$ cat src/wdt_pkg.sv
package wdt_pkg;

    // Special function register addresses
    localparam logic [7:0] restart_key_addr_c    = 8'hA6;
    localparam logic [7:0] timeout_config_addr_c = 8'hA7;

    // Restart key bytes
    localparam logic [7:0] key_first_c  = 8'h1E;
    localparam logic [7:0] key_second_c = 8'hE1;

    // Timeout select field
    localparam int unsigned sel_lsb_c   = 0;
    localparam int unsigned sel_width_c = 3;
    localparam logic [2:0]  sel_reset_c = 3'h0;

    // Counter: 14 base bits plus 7 prescaler bits
    localparam int unsigned base_bits_c = 14;
    localparam int unsigned cnt_width_c = 21;

    // Reset pulse of 96 oscillator periods, 12 oscillator periods per machine cycle
    localparam int unsigned rst_osc_periods_c = 96;
    localparam int unsigned osc_per_cycle_c   = 12;
    localparam int unsigned rst_cycles_c      = (rst_osc_periods_c + osc_per_cycle_c - 1) / osc_per_cycle_c;
    localparam int unsigned rst_cnt_width_c   = 4;

    // Read value of the write-only key register
    localparam logic [7:0] key_read_value_c = 8'h00;

    typedef struct packed
    {
        logic       wr;
        logic       rd;
        logic [7:0] addr;
        logic [7:0] wdata;
    } wdt_sfr_req_type;

    typedef enum logic [1:0]
    {
        wdt_key_idle_s  = 2'b01,
        wdt_key_armed_s = 2'b10
    } wdt_key_state_type;

endpackage

$ cat src/wdt_top.sv
`timescale 1ns/1ns
// Operation
// - Writing 1E then E1 to the key register enables an idle watchdog or clears a running counter.
// - The key register at A6 is write-only and reads return no meaningful contents.
// - After reset the timeout select reads zero, the shortest timeout.
// - The counter does not advance in power-down while the oscillator is stopped.
// - Power-down ends by hardware reset or a level external interrupt enabled beforehand.
// - After an interrupt wake-up the counter stays stopped while the wake pin is low.
// - The counter keeps running in idle mode since the oscillator runs.
// - The watchdog is off after reset and once on only a reset can turn it off.
// - On overflow the device resets and drives a high pulse of 96 oscillator periods on its reset pin.
// - The counter value cannot be read or written by software.
module wdt_top
(
    input  wire logic                     clk,
    input  wire logic                     nrst,
    input  wire wdt_pkg::wdt_sfr_req_type sfr_req,
    output logic [7:0]                    sfr_rdata,
    output logic                          sfr_hit,
    input  wire logic                     power_down,
    input  wire logic                     idle_mode,
    input  wire logic                     wake_int_n,
    output logic                          wdt_enabled,
    output logic                          wdt_reset_req,
    output logic                          rst_pin_out
);

    wdt_pkg::wdt_key_state_type           key_state_q;
    logic [wdt_pkg::sel_width_c-1:0]      sel_q;
    logic [wdt_pkg::cnt_width_c-1:0]      cnt_q;
    logic [wdt_pkg::cnt_width_c-1:0]      limit;
    logic [7:0]                           cfg_view;
    logic                                 en_q;
    logic                                 hold_q;
    logic                                 key_sel;
    logic                                 cfg_sel;
    logic                                 key_wr;
    logic                                 cfg_wr;
    logic                                 key_rd;
    logic                                 cfg_rd;
    logic                                 restart;
    logic                                 at_limit;
    logic                                 overflow;
    logic                                 run;

    // Address decode of the two watchdog registers
    assign key_sel = (sfr_req.addr == wdt_pkg::restart_key_addr_c);
    assign cfg_sel = (sfr_req.addr == wdt_pkg::timeout_config_addr_c);
    assign key_wr  = sfr_req.wr && key_sel;
    assign cfg_wr  = sfr_req.wr && cfg_sel;
    assign key_rd  = sfr_req.rd && key_sel;
    assign cfg_rd  = sfr_req.rd && cfg_sel;

    // Key sequence tracker
    always_ff @(posedge clk)
    begin
        if (!nrst)
        begin
            key_state_q <= wdt_pkg::wdt_key_idle_s;
        end
        else if (key_wr)
        begin
            case (key_state_q)
                wdt_pkg::wdt_key_idle_s:
                begin
                    if (sfr_req.wdata == wdt_pkg::key_first_c)
                        key_state_q <= wdt_pkg::wdt_key_armed_s;
                end
                wdt_pkg::wdt_key_armed_s:
                begin
                    if (sfr_req.wdata == wdt_pkg::key_first_c)
                        key_state_q <= wdt_pkg::wdt_key_armed_s;
                    else
                        key_state_q <= wdt_pkg::wdt_key_idle_s;
                end
                default:
                begin
                    key_state_q <= wdt_pkg::wdt_key_idle_s;
                end
            endcase
        end
    end

    assign restart = key_wr && (key_state_q == wdt_pkg::wdt_key_armed_s)
                     && (sfr_req.wdata == wdt_pkg::key_second_c);

    // Timeout select; reserved upper bits are not stored
    always_ff @(posedge clk)
    begin
        if (!nrst)
        begin
            sel_q <= wdt_pkg::sel_reset_c;
        end
        else if (cfg_wr)
        begin
            sel_q <= sfr_req.wdata[wdt_pkg::sel_lsb_c +: wdt_pkg::sel_width_c];
        end
    end

    // Enable: cleared only by reset
    always_ff @(posedge clk)
    begin
        if (!nrst)
        begin
            en_q <= 1'b0;
        end
        else if (restart)
        begin
            en_q <= 1'b1;
        end
    end

    // Held after power-down until the wake pin returns high
    always_ff @(posedge clk)
    begin
        if (!nrst)
        begin
            hold_q <= 1'b0;
        end
        else if (power_down)
        begin
            hold_q <= 1'b1;
        end
        else if (wake_int_n)
        begin
            hold_q <= 1'b0;
        end
    end

    // Counting gate; idle mode keeps the oscillator and the counter running
    always_comb
    begin
        run = en_q;
        if (power_down)
        begin
            run = 1'b0;
        end
        if (hold_q)
        begin
            run = 1'b0;
        end
    end

    // Limit 2^(14+n)-1: bit i is set below the selected counter width
    for (genvar i = 0; i < wdt_pkg::cnt_width_c; i++)
    begin : g_limit
        assign limit[i] = (i < (wdt_pkg::base_bits_c + 32'(sel_q)));
    end

    assign at_limit = (cnt_q >= limit);
    assign overflow = run && at_limit;

    // Internal counter, never visible to software
    always_ff @(posedge clk)
    begin
        if (!nrst)
        begin
            cnt_q <= '0;
        end
        else if (restart || overflow)
        begin
            cnt_q <= '0;
        end
        else if (run)
        begin
            cnt_q <= cnt_q + 1'b1;
        end
    end

    always_ff @(posedge clk)
    begin
        if (!nrst)
        begin
            wdt_reset_req <= 1'b0;
        end
        else
        begin
            wdt_reset_req <= overflow;
        end
    end

    // Config reads show the select bits, reserved bits as zero
    assign cfg_view = {{(8 - wdt_pkg::sel_width_c){1'b0}}, sel_q};

    // Key register reads as a constant
    always_ff @(posedge clk)
    begin
        if (!nrst)
        begin
            sfr_rdata <= 8'h00;
        end
        else if (key_rd)
        begin
            sfr_rdata <= wdt_pkg::key_read_value_c;
        end
        else if (cfg_rd)
        begin
            sfr_rdata <= cfg_view;
        end
        else
        begin
            sfr_rdata <= 8'h00;
        end
    end

    assign sfr_hit = (sfr_req.rd || sfr_req.wr) && (key_sel || cfg_sel);

    assign wdt_enabled = en_q;

    wdt_rst_pulse u_rst_pulse
    (
        .clk         (clk),
        .nrst        (nrst),
        .trigger     (overflow),
        .rst_pin_out (rst_pin_out)
    );

endmodule // wdt_top

$ cat src/wdt_rst_pulse.sv
`timescale 1ns/1ns
module wdt_rst_pulse
(
    input  wire logic clk,
    input  wire logic nrst,
    input  wire logic trigger,
    output logic      rst_pin_out
);

    logic [wdt_pkg::rst_cnt_width_c-1:0] cnt_q;

    // Stretches an overflow into the eight-cycle reset pulse
    always_ff @(posedge clk)
    begin
        if (!nrst)
            cnt_q <= '0;
        else if (trigger)
            cnt_q <= wdt_pkg::rst_cnt_width_c'(wdt_pkg::rst_cycles_c);
        else if (cnt_q != '0)
            cnt_q <= cnt_q - 1'b1;
    end

    always_ff @(posedge clk)
    begin
        if (!nrst)
            rst_pin_out <= 1'b0;
        else
            rst_pin_out <= trigger || (cnt_q > wdt_pkg::rst_cnt_width_c'(1));
    end

endmodule // wdt_rst_pulse

$ cat config.mk
export PLATFORM = sky130hd
export DESIGN_NAME = wdt_top
export DESIGN_NICKNAME = d
export VERILOG_FILES = /design/src/wdt_pkg.sv /design/src/wdt_top.sv /design/src/wdt_rst_pulse.sv
export SDC_FILE = /design/constraint.sdc
export NUM_CORES = 1
export LEC_CHECK = 0
export BUFFER_PORTS_ARGS = -buffer_cell sky130_fd_sc_hd__buf_2
export CORE_MARGIN = 4
export CORE_UTILIZATION = 45
export DETAILED_ROUTE_END_ITERATION = 8
export PLACE_DENSITY_LB_ADDON = 0.08
export SLEW_MARGIN = 20
export SYNTH_ARGS = -nofsm -noshare
export SYNTH_HDL_FRONTEND = slang
export SYNTH_SLANG_ARGS = --single-unit
$ cat constraint.sdc
create_clock -name clk -period 3.7 [get_ports clk]
set_input_delay 0.37 -clock clk [delete_from_list [all_inputs] [get_ports clk]]
set_output_delay 0.37 -clock clk [all_outputs]
set_load 0.02 [all_outputs]
# Yosys cells after proc, flatten, opt, wreduce, memory -nomap -nowiden
# Index checks and enable logic that the tools add are counted.
# totals
regBits	42
inputBits	23
out_inout_bits	12
word_cells	75
# op_classes
n_addsub	3
n_lt_le_gt_ge	23
n_eq_ne	7
mux	9
bitwise	2
n_reduce_logical	20
# op_table
operator	n
4-bit by 32-bit < comparator with 1-bit output (first input constant)	8
3-bit by 32-bit < comparator with 1-bit output (first input constant)	4
5-bit by 32-bit < comparator with 1-bit output (first input constant)	4
1-bit by 32-bit < comparator with 1-bit output (first input constant)	2
2-bit by 32-bit < comparator with 1-bit output (first input constant)	2
8-bit equality test (second input constant)	3
21-bit by 1-bit adder with 21-bit output (second input constant)	1
21-bit greater-or-equal comparator	1
8-bit by 5-bit equality test with 1-bit output (second input constant)	1
1-bit logical AND	8
4-bit 2-to-1 mux	2
2-bit OR reduction	3
4-bit by 3-bit adder with 5-bit output (first input constant)	1
5-bit < comparator (first input constant)	1
4-bit by 1-bit > comparator with 1-bit output (second input constant)	1
1-bit logical OR	4
1-bit 2-to-1 mux	4
2-bit 2-to-1 mux	2
2-bit case mux with 2 select lines	1
2-bit nonzero test	2
4-bit nonzero test	1
4-bit by 1-bit subtractor with 4-bit output (second input constant)	1
3-bit OR reduction	1
2-bit by 1-bit equality test with 1-bit output (second input constant)	1
other kinds (4)	5

# Longest topological paths before layout
# Gate-level depths: netlist of the first run.
# depth
ltp_word	6
ltp_mapped	13
ltp_nobuf	11

# Cells and area by module
# A second synthesis of the first run with hierarchy kept.
# hier_totals
hier_cells	274
hier_area_um2	2348.5
# by_module_without_submodules
module	instances	cells_each	area_per_inst_um2	seq_area_each_um2
wdt_top	1	250	2108.3	640.6
wdt_rst_pulse	1	24	240.2	100.1

# Least setup slack after synthesis of the first run
# Ideal clock, no wire load.
# synth_timing
path_type	register to register
from	register sel_q[1] in the netlist's numbering
to	register cnt_q[16] in the netlist's numbering
setup_time_ns	0.064
t_arrival_ns	2.605
t_required_ns	3.636
slack_ns	1.031
stages_incl_launch_ff	13
synth_period_minus_slack_ns	2.669
cell_sequence	dfxtp_1 -> inv_1 -> ha_1 -> a21oi_1 -> nor2b_1 -> ha_1 -> a41o_1 -> o311ai_0 -> o211ai_1 -> a21o_1 -> buf_6 -> buf_12 -> nor2_1
# synth_between
elab_chain_cells	6
# synth_lines
element	line	rtl
from (decl)	wdt_top.sv:29	logic [wdt_pkg::sel_width_c-1:0] sel_q;
from (signal assigned)	wdt_top.sv:92	sel_q <= wdt_pkg::sel_reset_c;
from (signal assigned)	wdt_top.sv:96	sel_q <= sfr_req.wdata[wdt_pkg::sel_lsb_c +: wdt_pkg::sel_width_c];
4-bit by 3-bit adder with 5-bit output (*)	wdt_top.sv:147	assign limit[i] = (i < (wdt_pkg::base_bits_c + 32'(sel_q)));
1-bit by 32-bit < comparator with 1-bit output, or another cell as far along	wdt_top.sv:147	
21-bit greater-or-equal comparator (*)	wdt_top.sv:150	assign at_limit = (cnt_q >= limit);
1-bit logical AND (*)	wdt_top.sv:151	assign overflow = run && at_limit;
1-bit logical OR (*)	wdt_top.sv:160	else if (restart || overflow)
2-bit OR reduction (no line) (*)	n/a	
to (signal assigned)	wdt_top.sv:166	cnt_q <= cnt_q + 1'b1;
to (decl)	wdt_top.sv:30	logic [wdt_pkg::cnt_width_c-1:0] cnt_q;
# Every way passes the cells marked *; elsewhere a longest branch is shown, timed or not.
# A chain may end at the register's enable or synchronous reset.

# Worst setup path after layout of the first run
# layout_timing
from	register sel_q[1] in the netlist's numbering
to	register cnt_q[12] in the netlist's numbering
# Same word-level chain as after synthesis.

==> metrics.txt, run 1 <==
critical path endpoint category=register; top post-synthesis cells by area=dfxtp_1 (32%), ha_1 (16%), nor2_1 (6.8%); drt total wl=4330 µm; status=completed; total CTS buffers=5; effective utilization at floorplan=47.7%; fmax=325 MHz; power per cell area=359 nW/µm²; worst-skew pair later-pin latency=0.28 ns; max cap viols=0; critical path peak fanout=12; Syn Inst Count=269; post-route ant nets=0; CTS H-Tree Depth=2; Placed Area=2520 µm²; row count=25; core area=4850 µm²; register clock-pin slew on the reported worst setup and hold paths=0.07 ns; Top FF cell, synth=dfxtp_1; Tcrit/Tclk final=83.1%; antenna violations before repair=0; post-CTS sizing=0; diode count=0; total gr overflow=0; Slew Limit Headroom=63.8%; worst min path class=in -> reg; Finished Layout Cells=377; Syn Area/Cell=8.60 µm²; dpl hpwl=3500 µm; Top cell by count, worst path=ha_1; WL/cell=11.5 µm; vias per cell=4.91; Cell Area, Synth=2310 µm²; hold_ws=0.341 ns; Die Ht=79.7 µm; ys async rst share=0%; total global-route track usage=15.1%; DRC=0; Crit Path Class=reg -> reg; design area=2630 µm²; yosys warns=0; vias in the first global route=1,791; largest area contributor in the netlist=dfxtp_1; CP Cell Sequence=inv_1 -> ha_1 -> a21oi_1 -> nor2b_1 -> ha_1 -> a41o_1 -> o311ai_0 -> o211ai_1 -> a21o_1 -> buf_4 -> nor2_1; sequential-to-total area share from yosys stat=32.0%; Setup WS post-layout=0.626 ns; CP delay by family, top=compound AO/OA/AOI/OAI gates; Yosys cell types=43; area delta synth->final=13.8%; Die ar.=6350 µm²; Post-synth EDFFs=0; Initial DRC Count=47; drt pass-1 iters=4; Slew Limit Fails=0; port bufs=28; setup violators final=0; startpoint types=register; clock root buffer=clkbuf_8; #FFs+latches synth=37; pre-CTS setup slack=0.654 ns; slowest CP cell=dfxtp_1; final net count=362; share of layout cells above drive strength 1=14.5%; post-CTS setup buffer count=0; RSZ-0062 raised after global routing=false; dpl cells=369; Leakage=1.20 nW; Die W=79.7 µm; CP bufs+invs=2; worst ir drop on vdd=0.201 mV; CTS tree=built; Hold Vio Cnt, Final=0; CTS Buffer Depth=2; CTS hold repair buffers=0; setup TNS=0 ns; most frequent cell after synthesis=nor2_1; largest net degree at the start of global routing=13; Clock Skews=0.00296 ns; Synth top cells by count=nor2_1 (42), dfxtp_1 (37), ha_1 (30), nand2_1 (20), a21oi_1 (18); clock sink count=37; Worst Path Required=3.92 ns; slowest stage delay, CP=0.43 ns; number of I/O pins=35; global-route wire length before repair=7720 µm; Min Clock Period, post-route=3.07 ns; Placer Congestion=0.807; Yosys top cell area share=32.0%; vias=1,852; worst-margin pin slew=0.541 ns; critical path arrival=3.29 ns
==> worst reg2reg max path: cells and delay by family, from the launching register on <==
kind | cells | cell delay (ns)
AO/OA/AOI/OAI | 5 | 1.38
AND/OR/NAND/NOR | 2 | 0.17
buffers and inverters | 2 | 0.35
flip-flops | 1 | 0.43
adder cells (fa/ha/maj) | 2 | 0.67
==> worst paths after layout <==
| check | cells past startpoint | slack (ns) | from | to |
|---|---|---|---|---|
| worst min register to register | 2 | 0.47 | wdt_enabled$_SDFFE_PN0P_ | wdt_enabled$_SDFFE_PN0P_ |
| worst max-delay path | 11 | 0.63 | sel_q[1]$_SDFFE_PN0P_ | cnt_q[12]$_SDFFE_PP0P_ |
| worst min-delay path | 3 | 0.34 | power_down | hold_q$_SDFFE_PN0P_ |
| worst max register to register | 11 | 0.63 | sel_q[1]$_SDFFE_PN0P_ | cnt_q[12]$_SDFFE_PP0P_ |
==> registers in the layout (all words and copies together), names as in the netlist <==
register	cells
wdt_reset_req	1
u_rst_pulse.rst_pin_out	1
sel_q	3
wdt_enabled	1
cnt_q	21
key_state_q	2
sfr_rdata	3
hold_q	1
u_rst_pulse.cnt_q	4
==> power by group <==
group | switching, W | leakage, nW | total [W] | internal [W]
sequential | 0.0000143 | 0.299 | 0.000436 | 0.000422
combinational | 0.0000828 | 0.845 | 0.000156 | 0.0000731
clock | 0.000133 | 0.0585 | 0.000352 | 0.000220
==> kinds of logic (layout without fill, tap and decap cells) <==
kind of cell,count (synthesis),after routing,synth area share (%)
flops,37,37,32.0
xor+xnor,20,20,7.57
fa+ha+maj,30,30,16.2
simple gates,121,121,27.6
other cells,1,12,0.162
buf+inv,20,50,5.08
mux,3,3,1.30
compound gates,37,37,10.0
==> metal layers <==
layer | wire length, µm | share of wire (%) | GRT usage (%)
met3 | 142 | 3.3 | 3.72
met2 | 1860 | 43 | 23.9
met4 | 40 | 0.92 | 3.61
met5 | 0 | 0 | 0
met1 | 2280 | 53 | 20.5
==> metrics by stage <==
stage / total power (W) / util (%)
floorplan: 0.000569 / -
global placement: 0.000598 / 51.9
detailed placement: 0.000601 / 51.9
CTS: 0.000960 / 54.3
global route: 0.000997 / 54.3
finish: 0.000944 / 54.3
==> placed cells by master (no fill, tap or decap), types with 7 or more instances in the layout <==
master,n
buf_2,28
dfxtp_1,37
nand4_1,9
xor2_1,12
nand3_1,10
nand2_1,20
ha_1,30
xnor2_1,8
conb_1,12
nor2_1,42
inv_1,12
a21oi_1,18
and2_1,7
==> final cells by class <==
type	count	area (µm²)
Sequential cell	37	741
Clock buffer	7	86.3
Fill cell	449	2210
Clock inverter	1	30.0
Inverter	13	48.8
Timing Repair Buffer	29	148
Tap cell	67	83.8
Multi-Input combinational cell	223	1500
No activity file was read; power rests on OpenSTA's default activity.
==> run 2: changes to the inputs <==
Clock period 3.7 ns to 3.1 ns, I/O delays scaled along.
==> metrics.txt, run 2 (same netlist as run 1, synthesis figures left out) <==
commonest non-fill, non-tap cell in the layout=nor2_1; total global-route track usage=15.1% (+0.024 points); Leakage=1.22 nW (+1.2%); setup TNS=0 ns (unchanged); Top reg by flops=cnt_q; RSZ-0062 raised after global routing=false; hold_ws=0.271 ns (-0.0700 ns); most frequent cells in the layout=nor2_1 (42), dfxtp_1 (37), ha_1 (30), buf_2 (28), nand2_1 (20); diode count=0 (unchanged); largest net degree at the start of global routing=19 (+6); CTS hold repair buffers=0 (unchanged); Largest regs=cnt_q: 21 flops, u_rst_pulse.cnt_q: 4 flops; fmax=358 MHz (+10%); worst-skew pair later-pin latency=0.29 ns (about the same); Initial DRC Count=71 (+51%); critical path peak fanout=6 (-6); Crit Path Class=reg -> reg; Placer Congestion=0.797 (-1.2%); setup violators final=0 (unchanged); Hold Vio Cnt, Final=0 (unchanged); register clock-pin slew on the reported worst setup and hold paths=0.07 ns (about the same); clock root buffer=clkbuf_8; vias in the first global route=1,742 (-2.7%); CP delay by family, top=compound AO/OA/AOI/OAI gates; CP bufs+invs=2 (unchanged); critical path arrival=3.03 ns (-0.26 ns); share of layout cells above drive strength 1=15.7% (+1.1 points); WL/cell=11.4 µm (-0.77%); Finished Layout Cells=380 (+0.80%); core area=4850 µm² (unchanged); antenna violations before repair=0 (unchanged); total gr overflow=0 (unchanged); drt pass-1 iters=4 (unchanged); area delta synth->final=14.9%; Die W=79.7 µm (unchanged); vias per cell=4.98 (+1.4%); slowest CP cell=o311ai_0; Worst Path Required=3.34 ns (-0.58 ns); Clock Skews=0.00457 ns (+0.00161 ns); worst min path class=in -> reg; Min Clock Period, post-route=2.79 ns (-0.284 ns); port bufs=28 (unchanged); critical path endpoint category=register; number of I/O pins=35 (unchanged); final net count=365 (+0.83%); CP Cell Sequence=inv_1 -> ha_1 -> a21oi_1 -> nor2b_1 -> ha_1 -> a41o_1 -> o311ai_0 -> o211ai_1 -> buf_4 -> nand2_1 -> and4_1; row count=25 (unchanged); total CTS buffers=5 (unchanged); Slew Limit Headroom=63.3% (-0.50 points); CTS H-Tree Depth=2 (unchanged); effective utilization at floorplan=47.7% (unchanged); max cap viols=0 (unchanged); worst-margin pin slew=0.548 ns (+0.00751 ns); slowest stage delay, CP=0.42 ns (about the same); Tcrit/Tclk final=90.0% (+6.9 points); global-route wire length before repair=7620 µm (-1.3%); Fill cells=464 (+3.3%); dpl cells=372 (+0.81%); worst ir drop on vdd=0.345 mV (+71%); clock sink count=37 (unchanged); post-route ant nets=0 (unchanged); DRC=0 (unchanged); Top cell by count, worst path=ha_1; Die ar.=6350 µm² (unchanged); vias=1,893 (+2.2%); status=completed; CTS Buffer Depth=2 (unchanged); CTS tree=built; power per cell area=426 nW/µm² (+19%); max FFs per register=21 (unchanged); Die Ht=79.7 µm (unchanged); startpoint types=register; Slew Limit Fails=0 (unchanged); drt total wl=4330 µm (about the same); dpl hpwl=3430 µm (-1.9%)
[run 2: changes by cell type in the layout (fill, tap and decap cells not counted)]
cell    previous run  this run
buf_4              1         4
a21o_2             0         1
a21o_1             4         3
[run 2: power by group]
group	internal, W	switching, W
sequential	0.000503	0.0000162
combinational	0.0000865	0.0000967
clock	0.000262	0.000168
total	0.000852	0.000281
[run 2: tightest hold or removal path: cells and delay by family]
family	cells	cell delay [ns]
AO/OA/AOI/OAI	1	0.04
AND/OR/NAND/NOR	1	0.07
buffers and inverters	1	0.10
[run 2: final timing paths]
kind / startpoint / to / slack, ns / cells after the start
max: sel_q[1]$_SDFFE_PN0P_ / u_rst_pulse.cnt_q[2]$_SDFFE_PP0P_ / 0.31 / 11
min: power_down / hold_q$_SDFFE_PN0P_ / 0.27 / 3
max reg2reg: sel_q[1]$_SDFFE_PN0P_ / u_rst_pulse.cnt_q[2]$_SDFFE_PP0P_ / 0.31 / 11
min reg2reg: wdt_enabled$_SDFFE_PN0P_ / wdt_enabled$_SDFFE_PN0P_ / 0.48 / 2
[run 2: metrics by stage]
stage	utilization, %	setup WS, ns	instance area (µm²)	power (W)
3_3_place_gp	52.4	0.195	2540	0.000713
6_report	54.8	0.310	2660	0.00113
2_1_floorplan	-	0.431	2350	0.000679
3_5_place_dp	52.4	0.145	2540	0.000715
5_1_grt	54.8	0.0616	2660	0.00119
4_1_cts	54.8	0.122	2660	0.00115
[run 2: what timing repair did]
action / 4_1_cts / 5_1_grt
gates resized for setup: 0 / 1
setup endpoints to repair: 0 / 18
setup buffers: 0 / 0
[run 2: per-layer routing]
layer / global-route usage (%) / part of all wire (%) / wire, µm / vias to the layer above
met5: 0 / 0 / 0 / -
met4: 3.61 / 1.1 / 46 / 0
met3: 5.19 / 5.1 / 220 / 7
met2: 23.4 / 44 / 1900 / 27
met1: 20.1 / 50 / 2160 / 855
li1: - / - / - / 1004
[run 2: cell type report]
type	count	area (µm²)	area share (%)
Clock inverter	1	30.0	1.13
Inverter	13	48.8	1.84
Tap cell	67	83.8	3.15
Multi-Input combinational cell	223	1500	56.4
Sequential cell	37	741	27.9
Clock buffer	7	86.3	3.25
Timing Repair Buffer	32	170	6.40
==> run 3: changes to the inputs <==
Settings changed: ABC_AREA set to 1.
==> metrics.txt, run 3 <==
global-route wire length before repair=9210 µm (+21%); Hold Path End=hold_q$_SDFFE_PN0P_; diode count=0 (unchanged); Synth top cells by count=nand2_1 (75), nor2_1 (64), inv_1 (55), dfxtp_1 (37), ha_1 (30); CTS tree=built; slowest CP cell=dfxtp_1; port bufs=28 (unchanged); post-CTS sizing=0 (unchanged); total global-route track usage=15.8% (+0.68 points); startpoint types=register; Top cell by count, worst path=nand2_1; Slew Limit Fails=0 (unchanged); worst min path class=in -> reg; post-route ant nets=0 (unchanged); Clk pwr share=40.8% (+2.8 points); pre-CTS setup slack=0.463 ns (+0.318 ns); Top FF cell, synth=dfxtp_1; R2R setup slack=0.47 ns (+0.16 ns); critical path peak fanout=21 (+15); Placed Area=2820 µm² (+11%); Net Sw Frac=26.6% (+1.8 points); worst-skew pair later-pin latency=0.30 ns (about the same); Post-synth EDFFs=0 (unchanged); most frequent cell after synthesis=nand2_1; NetSw=0.000331 W (+18%); Cell Area, Synth=2590 µm² (+12%); R2R depth=14 (+3); register clock-pin slew on the reported worst setup and hold paths=0.08 ns (about the same); Hold Crit Depth=3 (unchanged); clock sink count=37 (unchanged); Leakage=1.47 nW (+21%); CTS hold repair buffers=0 (unchanged); Crit Path Class=reg -> reg; Tcrit/Tclk final=85.0% (-5.0 points); total CTS buffers=5 (unchanged); drt pass-1 iters=4 (unchanged); Final Power=0.00124 W (+9.9%); largest area contributor in the netlist=dfxtp_1; Reg power frac=42.1% (-3.8 points); WL/cell=10.5 µm (-7.8%); RSZ-0062 raised after global routing=false; CP bufs+invs=2 (unchanged); DRC=0 (unchanged); Placer Congestion=0.760 (-4.6%); CTS H-Tree Depth=2 (unchanged); Register Area=741 µm² (unchanged); critical path arrival=2.82 ns (-0.21 ns); Worst Path Required=3.29 ns (-0.05 ns); critical path endpoint category=register; dpl hpwl=4090 µm (+19%); Top reg by flops=cnt_q; Die W=83.9 µm (+5.3%); Min Clock Period, post-route=2.63 ns (-0.155 ns); Multi-input gate area=1620 µm² (+8.4%); max cap viols=0 (unchanged); Crit Reg-Reg Endpoint=cnt_q[11]$_SDFFE_PP0P_; most frequent cells in the layout=nand2_1 (75), nor2_1 (64), inv_1 (55), dfxtp_1 (37), ha_1 (30); clock root buffer=clkbuf_8; total gr overflow=0 (unchanged); yosys warns=0 (unchanged); Syn Area/Cell=7.01 µm² (-19%); ys async rst share=0% (unchanged); CTS Buffer Depth=2 (unchanged); dpl cells=475 (+28%); setup violators final=0 (unchanged); core area=5540 µm² (+14%); status=completed; number of I/O pins=35 (unchanged); drt total wl=5080 µm (+17%); #FFs+latches synth=37 (unchanged); Clock Skews=0.00558 ns (+0.00101 ns); Setup WS post-layout=0.465 ns (+0.155 ns); max FFs per register=21 (unchanged); Reg2Reg Launch Point=sel_q[2]$_SDFFE_PN0P_; Die Ht=83.9 µm (+5.3%); largest net degree at the start of global routing=22 (+3); antenna violations before repair=0 (unchanged); CP Cell Sequence=inv_1 -> ha_1 -> a31o_2 -> ha_1 -> nand2_1 -> nor2_1 -> nand2_1 -> nor3_1 -> nand2_1 -> nand3_1 -> nand2_1 -> nand3_2 -> buf_4 -> nor2_1; vias per cell=4.71 (-5.4%); sequential-to-total area share from yosys stat=28.6% (-3.4 points); fmax=380 MHz (+5.9%); row count=27 (+8.0%); Yosys cell types=34 (-21%); share of layout cells above drive strength 1=14.6% (-1.1 points); effective utilization at floorplan=46.8% (-0.92 points); setup TNS=0 ns (unchanged); post-CTS setup buffer count=0 (unchanged); commonest non-fill, non-tap cell in the layout=nand2_1; Yosys top cell area share=28.6% (-3.4 points); Hold Crit Start=power_down; Initial DRC Count=80 (+13%); slowest stage delay, CP=0.36 ns (-0.06 ns); vias=2,275 (+20%); top post-synthesis cells by area=dfxtp_1 (29%), ha_1 (14%), nand2_1 (11%); Syn Inst Count=370 (+38%); Comb power frac=17.0% (+0.8 points); power per cell area=421 nW/µm² (-1.4%); CP delay by family, top=simple AND/OR/NAND/NOR gates; Fill cells=599 (+29%); Largest regs=cnt_q: 21 flops, u_rst_pulse.cnt_q: 4 flops; final net count=463 (+27%); Hold Vio Cnt, Final=0 (unchanged); vias in the first global route=2,216 (+27%); Finished Layout Cells=483 (+27%); Die ar.=7040 µm² (+11%); area delta synth->final=14.2%; Int Pwr=0.000914 W (+7.3%); design area=2960 µm² (+11%); worst ir drop on vdd=0.404 mV (+17%)
## run 3: worst min-delay path: stages
cell	delay (ns)
buf_2	0.09
a21oi_1	0.04
nor2_1	0.08
## run 3: cells by family (layout without fill, tap and decap cells)
| kind of cell | count (synthesis) | in the layout | share of synthesized area [%] |
|---|---|---|---|
| compound gates | 31 | 31 | 6.71 |
| xor+xnor | 18 | 18 | 6.08 |
| fa+ha+maj | 30 | 30 | 14.5 |
| buf+inv | 65 | 95 | 10.4 |
| flops | 37 | 37 | 28.6 |
| mux | 1 | 1 | 0.386 |
| other cells | 1 | 12 | 0.145 |
| simple gates | 187 | 187 | 33.2 |
## run 3: layer usage
layer	GRT usage (%)	vias up	part of all wire (%)
met3	3.36	9	4.1
met4	5.85	0	2.0
li1	-	1222	-
met5	0	-	0
met1	18.9	1003	47
met2	27.5	41	47
## run 3: how the worst max path moves through the flow
stage	slack (ns)	to	cells past startpoint	from
2_1_floorplan	0.74	cnt_q[16]$_SDFFE_PP0P_	14	sel_q[1]$_SDFFE_PN0P_
3_3_place_gp	0.49	cnt_q[19]$_SDFFE_PP0P_	14	sel_q[2]$_SDFFE_PN0P_
3_5_place_dp	0.46	cnt_q[15]$_SDFFE_PP0P_	14	sel_q[2]$_SDFFE_PN0P_
4_1_cts	0.46	cnt_q[11]$_SDFFE_PP0P_	14	sel_q[2]$_SDFFE_PN0P_
5_1_grt	0.18	cnt_q[7]$_SDFFE_PP0P_	15	sel_q[1]$_SDFFE_PN0P_
6_report	0.47	cnt_q[11]$_SDFFE_PP0P_	14	sel_q[2]$_SDFFE_PN0P_
## run 3: through the flow
stage                     util (%)  hold slack (ns)
after floorplan                  -            0.427
after global placement        50.9            0.490
after detailed placement      50.9            0.494
after CTS                     53.4            0.243
after global routing          53.4            0.275
final                         53.4            0.256
## run 3: power groups by stage
stage	registers [W]	logic (W)	clock network (W)
floorplan	0.000540	0.000162	0
global placement	0.000536	0.000209	0
detailed placement	0.000536	0.000212	0
CTS	0.000525	0.000214	0.000524
global route	0.000528	0.000244	0.000544
finish	0.000525	0.000212	0.000509
## run 3: final cells by class
type / instances / area share [%]
well taps: 72 / 3.04
repair buffers: 30 / 5.24
clock inverters: 3 / 2.32
multi-input cells: 279 / 54.8
inverters: 57 / 7.23
clock buffers: 5 / 2.32
flip-flops and latches: 37 / 25.0
